## src/fsr_regs.vh

```
// constants for the sync header stream receive-side controller
`ifndef FSR_REGS_VH
`define FSR_REGS_VH
// ----------------------------------------------------------------
// parity generator
// ----------------------------------------------------------------
`define FSR_PAR_W 26
`define FSR_PAR_POLY 26'h0220211
`define FSR_PAR_ZERO 26'h0000000
// ----------------------------------------------------------------
// sync header stream layout
// ----------------------------------------------------------------
`define FSR_MB_LAST 5'h1f
`define FSR_SHS_EMB_BIT 22
`define FSR_SHS_P_HI_END 21
`define FSR_SHS_P_LO_POS 23
`define FSR_PILOT 5'h01
`define FSR_SH_ONE 2'h1
`define FSR_SH_ZERO 2'h2
// ----------------------------------------------------------------
// monitoring windows and thresholds
// ----------------------------------------------------------------
`define FSR_BLK_GOOD_CNT 7'h40
`define FSR_BLK_WIN 7'h40
`define FSR_BLK_ERR_MAX 3'h4
`define FSR_MB_CONFIRM 2'h3
`define FSR_MB_WIN 4'h8
`define FSR_MB_ERR_MAX 3'h2
`define FSR_EMB_WIN 4'h8
`define FSR_EMB_ERR_MAX 3'h2
// ----------------------------------------------------------------
// link enable sequencing, cycles of the 50 ns clock
// ----------------------------------------------------------------
`define FSR_SETTLE_CYC 8'h14
`define FSR_PE_RESET 4'h0
`endif

```

## src/fsr_rx_ctrl.v

```verilog
// receive-side controller for the fec sync header stream link
`timescale 1ns/1ps
`include "fsr_regs.vh"

// Contract
// - receiver forms syndrome, nonzero flags error
// - first-bit error seen no sooner than 58 blocks
// - confirm pilot position over several multiblocks
// - start buffering at next boundary after alignment
// - release at first release point after start
// - several bad headers in window drop block sync
// - several bad pilots in window drop multiblock sync
// - repeated wrong flag drops extended multiblock sync
// - request sysref after multiblock sync loss
// - clear enable, change settings, then set enable
module fsr_rx_ctrl
(
   // clock and reset
   input wire clk,
   input wire srst,
   // received blocks from the deserializer gearbox, release clock and delay, same clock
   input wire blk_valid,
   input wire [1:0] blk_sh,
   input wire [63:0] blk_payload,
   input wire local_extended_multiblock_clock,
   input wire [7:0] release_buffer_delay,
   // user configuration orders
   input wire cfg_req,
   input wire [3:0] cfg_preemph,
   output wire cfg_busy,
   // device control pins
   output reg link_enable_ff,
   output reg [3:0] serializer_preemphasis_level_ff,
   // alignment status
   output reg block_sync_ff,
   output reg mb_lock_ff,
   output reg emb_lock_ff,
   output reg restart_block_align_ff,
   output reg sysref_request_ff,
   // elastic buffer control
   output reg buffer_start_ff,
   output reg buffer_release_ff,
   // error correction results
   output reg [25:0] syndrome_ff,
   output reg syndrome_valid_ff,
   output reg fec_error_ff
);

// ----------------------------------------------------------------
// declarations
// ----------------------------------------------------------------
localparam CS_IDLE = 2'h0;
localparam CS_DIS = 2'h1;
localparam CS_APPLY = 2'h2;
localparam CS_EN = 2'h3;

reg [1:0] cs_ff;
reg [7:0] cs_cnt_ff;
reg [3:0] pe_hold_ff;
reg [25:0] par_ff;
reg [25:0] prev_par_ff;
reg prev_par_ok_ff;
reg [31:0] shs_ff;
reg [4:0] blk_cnt_ff;
reg [6:0] good_cnt_ff;
reg [6:0] bwin_ff;
reg [2:0] berr_ff;
reg [1:0] conf_ff;
reg [3:0] mwin_ff;
reg [2:0] merr_ff;
reg [2:0] eerr_ff;
reg [3:0] ewin_ff;
reg buf_on_ff;
reg rel_arm_ff;
reg [7:0] rel_cnt_ff;
reg rel_run_ff;

wire sh_bad;
wire sh_bit;
wire [31:0] shs_full;
wire mb_end;
wire pilot_ok;
wire emb_ok;
wire [25:0] rx_par;
wire [25:0] par_nxt;
wire [25:0] par_base;
wire run;

// ----------------------------------------------------------------
// parity generator
// ----------------------------------------------------------------
// one block of 64 bits, bit 0 first, through the serial divider
function [25:0] fsr_par_step;
   input [25:0] s;
   input [63:0] d;
   integer i;
   reg [25:0] t;
   reg fb;
   begin
      t = s;
      for (i = 0; i < 64; i = i + 1)
      begin
         fb = d[i] ^ t[25];
         t = {t[24:0], 1'b0} ^ (fb ? `FSR_PAR_POLY : `FSR_PAR_ZERO);
      end
      fsr_par_step = t;
   end
endfunction

// header decoding: 01 is one, 10 is zero, 00 and 11 are faults
assign sh_bad = (blk_sh != `FSR_SH_ONE) && (blk_sh != `FSR_SH_ZERO);
assign sh_bit = (blk_sh == `FSR_SH_ONE);
assign run = link_enable_ff && block_sync_ff;
assign mb_end = (blk_cnt_ff == `FSR_MB_LAST);

// stream word with the current block's bit placed at its index
assign shs_full = {sh_bit, shs_ff[31:1]};
// pilot read in transmission order, bit 27 first
assign pilot_ok = ({shs_full[27], shs_full[28], shs_full[29], shs_full[30], shs_full[31]}
   == `FSR_PILOT);
assign emb_ok = shs_full[`FSR_SHS_EMB_BIT]; // single-multiblock extension
// received parity field unpacked from stream positions
genvar g;
generate
   for (g = 0; g < 26; g = g + 1)
   begin : g_rx
      if (g >= 4)
      begin : g_hi
         assign rx_par[g] = shs_full[25 - g];
      end
      else
      begin : g_lo
         assign rx_par[g] = shs_full[26 - g];
      end
   end
endgenerate

// stages start from zero at block 0 of each multiblock
assign par_base = (blk_cnt_ff == 5'h00) ? `FSR_PAR_ZERO : par_ff;
assign par_nxt = fsr_par_step(par_base, blk_payload);
assign cfg_busy = (cs_ff != CS_IDLE);

// ----------------------------------------------------------------
// link enable sequencing
// ----------------------------------------------------------------
// drop enable, apply settings while disabled, then re-enable
always @(posedge clk)
begin
   if (srst)
   begin
      cs_ff <= CS_EN;
      cs_cnt_ff <= 8'h00;
      pe_hold_ff <= `FSR_PE_RESET;
      link_enable_ff <= 1'b0;
      serializer_preemphasis_level_ff <= `FSR_PE_RESET;
   end
   else
   begin
      case (cs_ff)
         CS_IDLE:
         begin
            if (cfg_req)
            begin
               pe_hold_ff <= cfg_preemph;
               link_enable_ff <= 1'b0;
               cs_cnt_ff <= 8'h00;
               cs_ff <= CS_DIS;
            end
         end
         CS_DIS:
         begin
            cs_cnt_ff <= cs_cnt_ff + 8'h01;
            if (cs_cnt_ff == `FSR_SETTLE_CYC - 8'h01)
            begin
               serializer_preemphasis_level_ff <= pe_hold_ff;
               cs_cnt_ff <= 8'h00;
               cs_ff <= CS_APPLY;
            end
         end
         CS_APPLY:
         begin
            cs_cnt_ff <= cs_cnt_ff + 8'h01;
            if (cs_cnt_ff == `FSR_SETTLE_CYC - 8'h01)
            begin
               cs_cnt_ff <= 8'h00;
               cs_ff <= CS_EN;
            end
         end
         CS_EN:
         begin
            link_enable_ff <= 1'b1;
            cs_ff <= CS_IDLE;
         end
         default:
         begin
            cs_ff <= CS_IDLE;
         end
      endcase
   end
end

// ----------------------------------------------------------------
// block synchronisation monitor
// ----------------------------------------------------------------
// gain after a run of good headers, lose on errors within a window
always @(posedge clk)
begin
   if (srst || !link_enable_ff)
   begin
      block_sync_ff <= 1'b0;
      good_cnt_ff <= 7'h00;
      bwin_ff <= 7'h00;
      berr_ff <= 3'h0;
      restart_block_align_ff <= 1'b0;
   end
   else
   begin
      restart_block_align_ff <= 1'b0;
      if (blk_valid && !block_sync_ff)
      begin
         good_cnt_ff <= sh_bad ? 7'h00 : good_cnt_ff + 7'h01;
         if (!sh_bad && good_cnt_ff == `FSR_BLK_GOOD_CNT - 7'h01)
         begin
            block_sync_ff <= 1'b1;
            bwin_ff <= 7'h00;
            berr_ff <= 3'h0;
         end
      end
      else if (blk_valid)
      begin
         bwin_ff <= (bwin_ff == `FSR_BLK_WIN - 7'h01) ? 7'h00 : bwin_ff + 7'h01;
         if (sh_bad && berr_ff == `FSR_BLK_ERR_MAX - 3'h1)
         begin
            block_sync_ff <= 1'b0;
            good_cnt_ff <= 7'h00;
            restart_block_align_ff <= 1'b1;
         end
         else if (bwin_ff == `FSR_BLK_WIN - 7'h01)
            berr_ff <= sh_bad ? 3'h1 : 3'h0; // up to three errors per window are tolerated
         else if (sh_bad)
            berr_ff <= berr_ff + 3'h1;
      end
   end
end

// ----------------------------------------------------------------
// multiblock and extended multiblock alignment
// ----------------------------------------------------------------
// hunt for the pilot, confirm its place, then police it
always @(posedge clk)
begin
   if (srst || !run)
   begin
      shs_ff <= 32'h00000000;
      blk_cnt_ff <= 5'h00;
      conf_ff <= 2'h0;
      mb_lock_ff <= 1'b0;
      emb_lock_ff <= 1'b0;
      mwin_ff <= 4'h0;
      merr_ff <= 3'h0;
      ewin_ff <= 4'h0;
      eerr_ff <= 3'h0;
      sysref_request_ff <= 1'b0;
   end
   else
   begin
      sysref_request_ff <= 1'b0;
      if (blk_valid)
      begin
         shs_ff <= {sh_bit, shs_ff[31:1]};
         blk_cnt_ff <= blk_cnt_ff + 5'h01;
         if (!mb_lock_ff)
         begin
            // the first pilot candidate realigns the count; repeats at the multiblock end confirm it
            if (pilot_ok && (mb_end || conf_ff == 2'h0))
            begin
               blk_cnt_ff <= 5'h00;
               conf_ff <= conf_ff + 2'h1;
               if (conf_ff == `FSR_MB_CONFIRM - 2'h1)
               begin
                  mb_lock_ff <= 1'b1;
                  mwin_ff <= 4'h0;
                  merr_ff <= 3'h0;
               end
            end
            else if (mb_end)
               conf_ff <= 2'h0;
         end
         else if (mb_end)
         begin
            mwin_ff <= (mwin_ff == `FSR_MB_WIN - 4'h1) ? 4'h0 : mwin_ff + 4'h1;
            ewin_ff <= (ewin_ff == `FSR_EMB_WIN - 4'h1) ? 4'h0 : ewin_ff + 4'h1;
            if (!pilot_ok && merr_ff == `FSR_MB_ERR_MAX - 3'h1)
            begin
               mb_lock_ff <= 1'b0;
               emb_lock_ff <= 1'b0;
               conf_ff <= 2'h0;
               sysref_request_ff <= 1'b1;
            end
            else if (mwin_ff == `FSR_MB_WIN - 4'h1)
               merr_ff <= pilot_ok ? 3'h0 : 3'h1;
            else if (!pilot_ok)
               merr_ff <= merr_ff + 3'h1;
            // every multiblock is the final one, so the flag must be set
            if (!emb_ok && eerr_ff == `FSR_EMB_ERR_MAX - 3'h1)
            begin
               emb_lock_ff <= 1'b0;
               sysref_request_ff <= 1'b1;
               eerr_ff <= 3'h0;
            end
            else
            begin
               if (emb_ok && pilot_ok)
                  emb_lock_ff <= 1'b1;
               if (ewin_ff == `FSR_EMB_WIN - 4'h1)
                  eerr_ff <= emb_ok ? 3'h0 : 3'h1;
               else if (!emb_ok)
                  eerr_ff <= eerr_ff + 3'h1;
            end
         end
      end
   end
end

// ----------------------------------------------------------------
// parity check
// ----------------------------------------------------------------
// syndrome at the end of the multiblock that carries the parity
always @(posedge clk)
begin
   if (srst || !mb_lock_ff)
   begin
      par_ff <= `FSR_PAR_ZERO;
      prev_par_ff <= `FSR_PAR_ZERO;
      prev_par_ok_ff <= 1'b0;
      syndrome_ff <= `FSR_PAR_ZERO;
      syndrome_valid_ff <= 1'b0;
      fec_error_ff <= 1'b0;
   end
   else
   begin
      syndrome_valid_ff <= 1'b0;
      fec_error_ff <= 1'b0;
      if (blk_valid)
      begin
         par_ff <= par_nxt;
         if (mb_end)
         begin
            prev_par_ff <= par_nxt;
            prev_par_ok_ff <= 1'b1;
            if (prev_par_ok_ff)
            begin
               syndrome_ff <= prev_par_ff ^ rx_par;
               syndrome_valid_ff <= 1'b1;
               fec_error_ff <= (prev_par_ff != rx_par);
            end
         end
      end
   end
end

// ----------------------------------------------------------------
// elastic buffer start and release
// ----------------------------------------------------------------
// no alignment sequence: start at the boundary after full lock
always @(posedge clk)
begin
   if (srst || !emb_lock_ff)
   begin
      buf_on_ff <= 1'b0;
      buffer_start_ff <= 1'b0;
      rel_arm_ff <= 1'b0;
      rel_run_ff <= 1'b0;
      rel_cnt_ff <= 8'h00;
      buffer_release_ff <= 1'b0;
   end
   else
   begin
      buffer_start_ff <= 1'b0;
      if (!buf_on_ff && blk_valid && mb_end && block_sync_ff && mb_lock_ff)
      begin
         buf_on_ff <= 1'b1;
         buffer_start_ff <= 1'b1;
         rel_arm_ff <= 1'b1;
      end
      if (rel_arm_ff && local_extended_multiblock_clock && !rel_run_ff)
      begin
         rel_run_ff <= 1'b1;
         rel_cnt_ff <= 8'h00;
      end
      if (rel_run_ff)
      begin
         rel_cnt_ff <= rel_cnt_ff + 8'h01;
         if (rel_cnt_ff == release_buffer_delay)
         begin
            buffer_release_ff <= 1'b1;
            rel_run_ff <= 1'b0;
            rel_arm_ff <= 1'b0;
         end
      end
   end
end

endmodule

```

## config.mk

```make
export PLATFORM = sky130hd
export DESIGN_NAME = fsr_rx_ctrl
export DESIGN_NICKNAME = d
export VERILOG_FILES = /design/src/fsr_rx_ctrl.v
export VERILOG_INCLUDE_DIRS = /design/src
export SDC_FILE = /design/constraint.sdc
export NUM_CORES = 1
export LEC_CHECK = 0
export BUFFER_PORTS_ARGS = -buffer_cell sky130_fd_sc_hd__buf_2
export CAP_MARGIN = 10
export CORE_MARGIN = 8
export CORE_UTILIZATION = 59
export CTS_BUF_LIST = sky130_fd_sc_hd__clkbuf_16
export DETAILED_ROUTE_END_ITERATION = 8
export MAX_ROUTING_LAYER = met4
export PLACE_DENSITY = 0.86
export SYNTH_ARGS = -nofsm -noshare
export SYNTH_HDL_FRONTEND = slang
export SYNTH_SLANG_ARGS = --single-unit
```

## constraint.sdc

```tcl
create_clock -name clk -period 5.35 [get_ports clk]
set_input_delay 1.3375 -clock clk [delete_from_list [all_inputs] [get_ports clk]]
set_output_delay 1.3375 -clock clk [all_outputs]
set_load 0.01 [all_outputs]
```

==> results by group <==
Outcome
  • Status: finished, final reports clean

Setup path
  • Crit. Startpoint: blk_cnt_ff[0]
  • R2r startpoint: blk_cnt_ff[0]
  • CP Class: reg2reg
  • Most frequent CP cell: xnor3_1
  • Startpoint types: flip-flop
  • R2R Path End: prev_par_ff[24]
  • Reg2Reg Depth: 14
  • CP Max Fanout: 26
  • CP bufs+invs: 2
  • Worst Path Arrival: approximately 5400 ps
  • Crit-path max cell delay: 580 ps
  • CP Capture Type: flip-flop
  • Crit-path cells: inv_1 > ha_1 > or4b_1 > buf_4 > and2_1 > xnor2_2 > xnor2_1 > xnor3_1 > xnor3_1 > xnor3_2 > xnor2_4 > xnor3_1 > or4_1 > nand3_1
  • Worst Path Required: 5720 ps
  • Flop-to-flop setup slack: approximately 360 ps
  • Worst setup path endpoint: prev_par_ff[24]
  • Family with the most delay on the worst path: XOR/XNOR gates
  • Instance count on the critical path: 14
  • CP max stage cell: xnor3_1

Die
  • Starting Density: 59.6%
  • Die width: 150 um
  • Site Rows: 49
  • Die span in y: 150 um
  • Core area: 17800 sq um
  • Die area: 22600 sq um
  • IO Pins: 124

Logic synthesis
  • Compound-Gate Fraction of Synth Area: 9.46%
  • Yosys reg bits: 187
  • Post-synth EDFFs: 0
  • Register area share after synthesis: 35.2%
  • Synth Instances: 1129
  • Synth Area in Adders: 2.59%
  • Post-Synth XOR/XNOR Area: 29.2%
  • Largest family of logic cells by synthesized area: XOR/XNOR gates
  • Synth cell types: 54
  • Total of warnings raised by yosys: 0
  • Post-synth top flop: dfxtp_1
  • Syn_nets: 1234
  • Post-Synth Simple-Gate Area: 16.3%
  • Ys async rst share: 0%
  • Mux contribution to synthesized area: 4.63%
  • Mean Syn Cell Area: between 9 and 10 sq um
  • Syn Std Cell Area: 10600 sq um

STA
  • Max Clock Freq: between 0.2 and 0.25 GHz
  • Final setup violation count: 0
  • Final min period: 4990 ps
  • Worst slew margin: 34.3%
  • Max Clock Skew: 7.40 ps
  • Worst Max-Slew Pin Slew: 981 ps
  • Final Hold Fails: 0
  • RSZ-0062 raised after global routing: false
  • Tcrit/Tclk final: between 90% and 100%
  • Setup TNS: 0 ps
  • Max Slew Vio Count: 0

Flow run
  • Max-cap violations: 0

Power
  • Clock power frac: 18.5%
  • Pleak: 4.97 nW
  • Max IR drop VDD: 0.981 mV
  • Comb pwr share: 60.8%
  • Share of power burned in registers: 20.7%
  • Sw Share: around two fifths
  • Internal: between 4 and 5 mW
  • Switching Power: roughly 2.7 mW
  • Pwr Density: 574 nW/um^2

GRT
  • GRT overflow: 0
  • Number of global-route vias before repair: ~8200
  • Initial antenna violation count: 0
  • First-pass GRT wire length: about 40000 um
  • GRT Overall Usage: 22.5%
  • Largest net degree at the start of global routing: 67

Clock network
  • Clock Tree Root: clkbuf_16
  • H-tree depth: 4
  • CTS tree: yes
  • CTS Buf Count: 17
  • CTS resizes: 0
  • Clk slew on worst S/H paths: 70 ps
  • # clock sinks: between 150 and 200
  • Hold buffer count at CTS: 0
  • Post-CTS setup buffers: 0
  • Clock Path Buffers: 2
  • Worst-Skew Late Latency: between 400 and 500 ps

Route
  • DRC viols: 0
  • Via count: between 8000 and 9000
  • DR vias/cell: 5.59
  • First-pass DRT Iterations: 5
  • Initial drt markers: just over 500
  • Routed len/inst: between 15 and 20 um
  • DRT antenna net count: 0
  • Total routed wirelength: 24900 um

Worst hold path
  • Hold Crit Class: reg2reg

Place
  • Port Buffers: roughly 120
  • Gpl congestion: 0.917
  • Post-detail-place hpwl: 18800 um
  • DP Area: 11400 sq um

Layout
  • Layout cells sized above 1: 15.4%
  • Final net count: 1340
  • Most frequent cells in the layout: dfxtp_1 (187), nor2_1 (179), xnor2_1 (132)
  • ANT cells: 0
  • Area growth, synth to finish: 13.1%
  • Most common cell after layout, fill and taps aside: dfxtp_1
  • Design area: 12000 sq um
-- cell type report --
class                           instances  area, sq um
Clock buffer                           17          425
Sequential cell                       187         3740
Inverter                               21         78.8
Tap cell                              229          287
Fill cell                            1342         5810
Clock inverter                         15          173
Multi-Input combinational cell        873         6610
Timing Repair Buffer                  135          708
-- synth_stat cells (4+ instances only) --
| master | number | area share [%] |
|---|---|---|
| a211oi_1 | 38 | 2.7 |
| a21oi_1 | 73 | 3.4 |
| a22oi_1 | 5 | 0.35 |
| and3_1 | 14 | 0.82 |
| buf_1 | 5 | 0.18 |
| clkbuf_1 | 40 | 1.4 |
| dfxtp_1 | 187 | 35 |
| ha_1 | 22 | 2.6 |
| inv_1 | 21 | 0.74 |
| mux2i_1 | 48 | 4.5 |
| nand2_1 | 83 | 2.9 |
| nand2b_1 | 6 | 0.35 |
| nand3_1 | 29 | 1.4 |
| nand4_1 | 17 | 1.0 |
| nor2_1 | 179 | 6.3 |
| nor2b_1 | 7 | 0.41 |
| nor3_1 | 11 | 0.52 |
| nor3b_1 | 6 | 0.42 |
| nor4_1 | 5 | 0.29 |
| o21ai_0 | 37 | 1.7 |
| or2_2 | 5 | 0.29 |
| or3_1 | 5 | 0.29 |
| xnor2_1 | 132 | 11 |
| xnor3_1 | 44 | 9.3 |
| xnor3_2 | 4 | 0.89 |
| xor2_1 | 49 | 4.0 |
| xor2_2 | 5 | 0.77 |
| xor3_1 | 9 | 2.0 |
-- layer usage --
| metal | track usage (%) | share of wire [%] | up-vias |
|---|---|---|---|
| met3 | 5.11 | 5.7 | 60 |
| met2 | 38.6 | 50 | 228 |
| met5 | - | 0 | - |
| met4 | 7.70 | 2.7 | 0 |
| met1 | 25.4 | 41 | 3914 |
| li1 | - | - | 4052 |
-- power groups by stage --
stage | clock network, mW | registers, mW | logic, mW
global placement | 0 | 1.46 | 3.96
CTS | 1.29 | 1.43 | 4.13
global route | 1.36 | 1.43 | 4.44
detailed placement | 0 | 1.46 | 4.08
finish | 1.28 | 1.43 | 4.19
floorplan | 0 | 1.46 | 3.35
-- per-stage QoR --
step                setup WS (ps)  hold slack [ps]  utilization (%)  cells  power, mW
floorplan                     886              412                -   1129       4.80
global placement              568              435             64.1   1445       5.42
detailed placement            418              443             64.1   1445       5.54
CTS                           429              452             67.4   1477       6.85
global route                  175              487             67.4   1477       7.22
finish                        363              459             67.4   1477       6.90
-- registers in the layout, summed over array words and instances, names as in the netlist, 2 cells and up --
register                         flops
berr_ff                              3
pe_hold_ff                           4
rel_cnt_ff                           8
cs_cnt_ff                            8
bwin_ff                              7
eerr_ff                              3
serializer_preemphasis_level_ff      4
merr_ff                              3
cs_ff                                2
mwin_ff                              4
prev_par_ff                         26
good_cnt_ff                          7
shs_ff                              31
par_ff                              26
ewin_ff                              4
conf_ff                              2
blk_cnt_ff                           5
syndrome_ff                         26
-- cells by family after synthesis --
kind of cell	after synthesis
AO/OA/AOI/OAI	170
XOR/XNOR	249
buffers and inverters	69
AND/OR/NAND/NOR	383
adder cells (fa/ha/maj)	22
flip-flops	187
multiplexers	49
-- worst min path at each step --
stage	start	to	slack [ps]	cells past startpoint
2_1_floorplan	buf_on_ff	buffer_start_ff	410	1
3_3_place_gp	buf_on_ff	buffer_start_ff	440	1
3_5_place_dp	good_cnt_ff[6]	good_cnt_ff[6]	440	2
4_1_cts	good_cnt_ff[6]	good_cnt_ff[6]	450	2
5_1_grt	buf_on_ff	buffer_start_ff	490	1
6_report	good_cnt_ff[6]	good_cnt_ff[6]	460	2
-- worst min-delay path: stages, from the launching register on --
cell and delay, ps:
dfxtp_1 310, nand2_1 50, a21oi_1 50
Note: power is estimated with default switching activity, not from simulation.
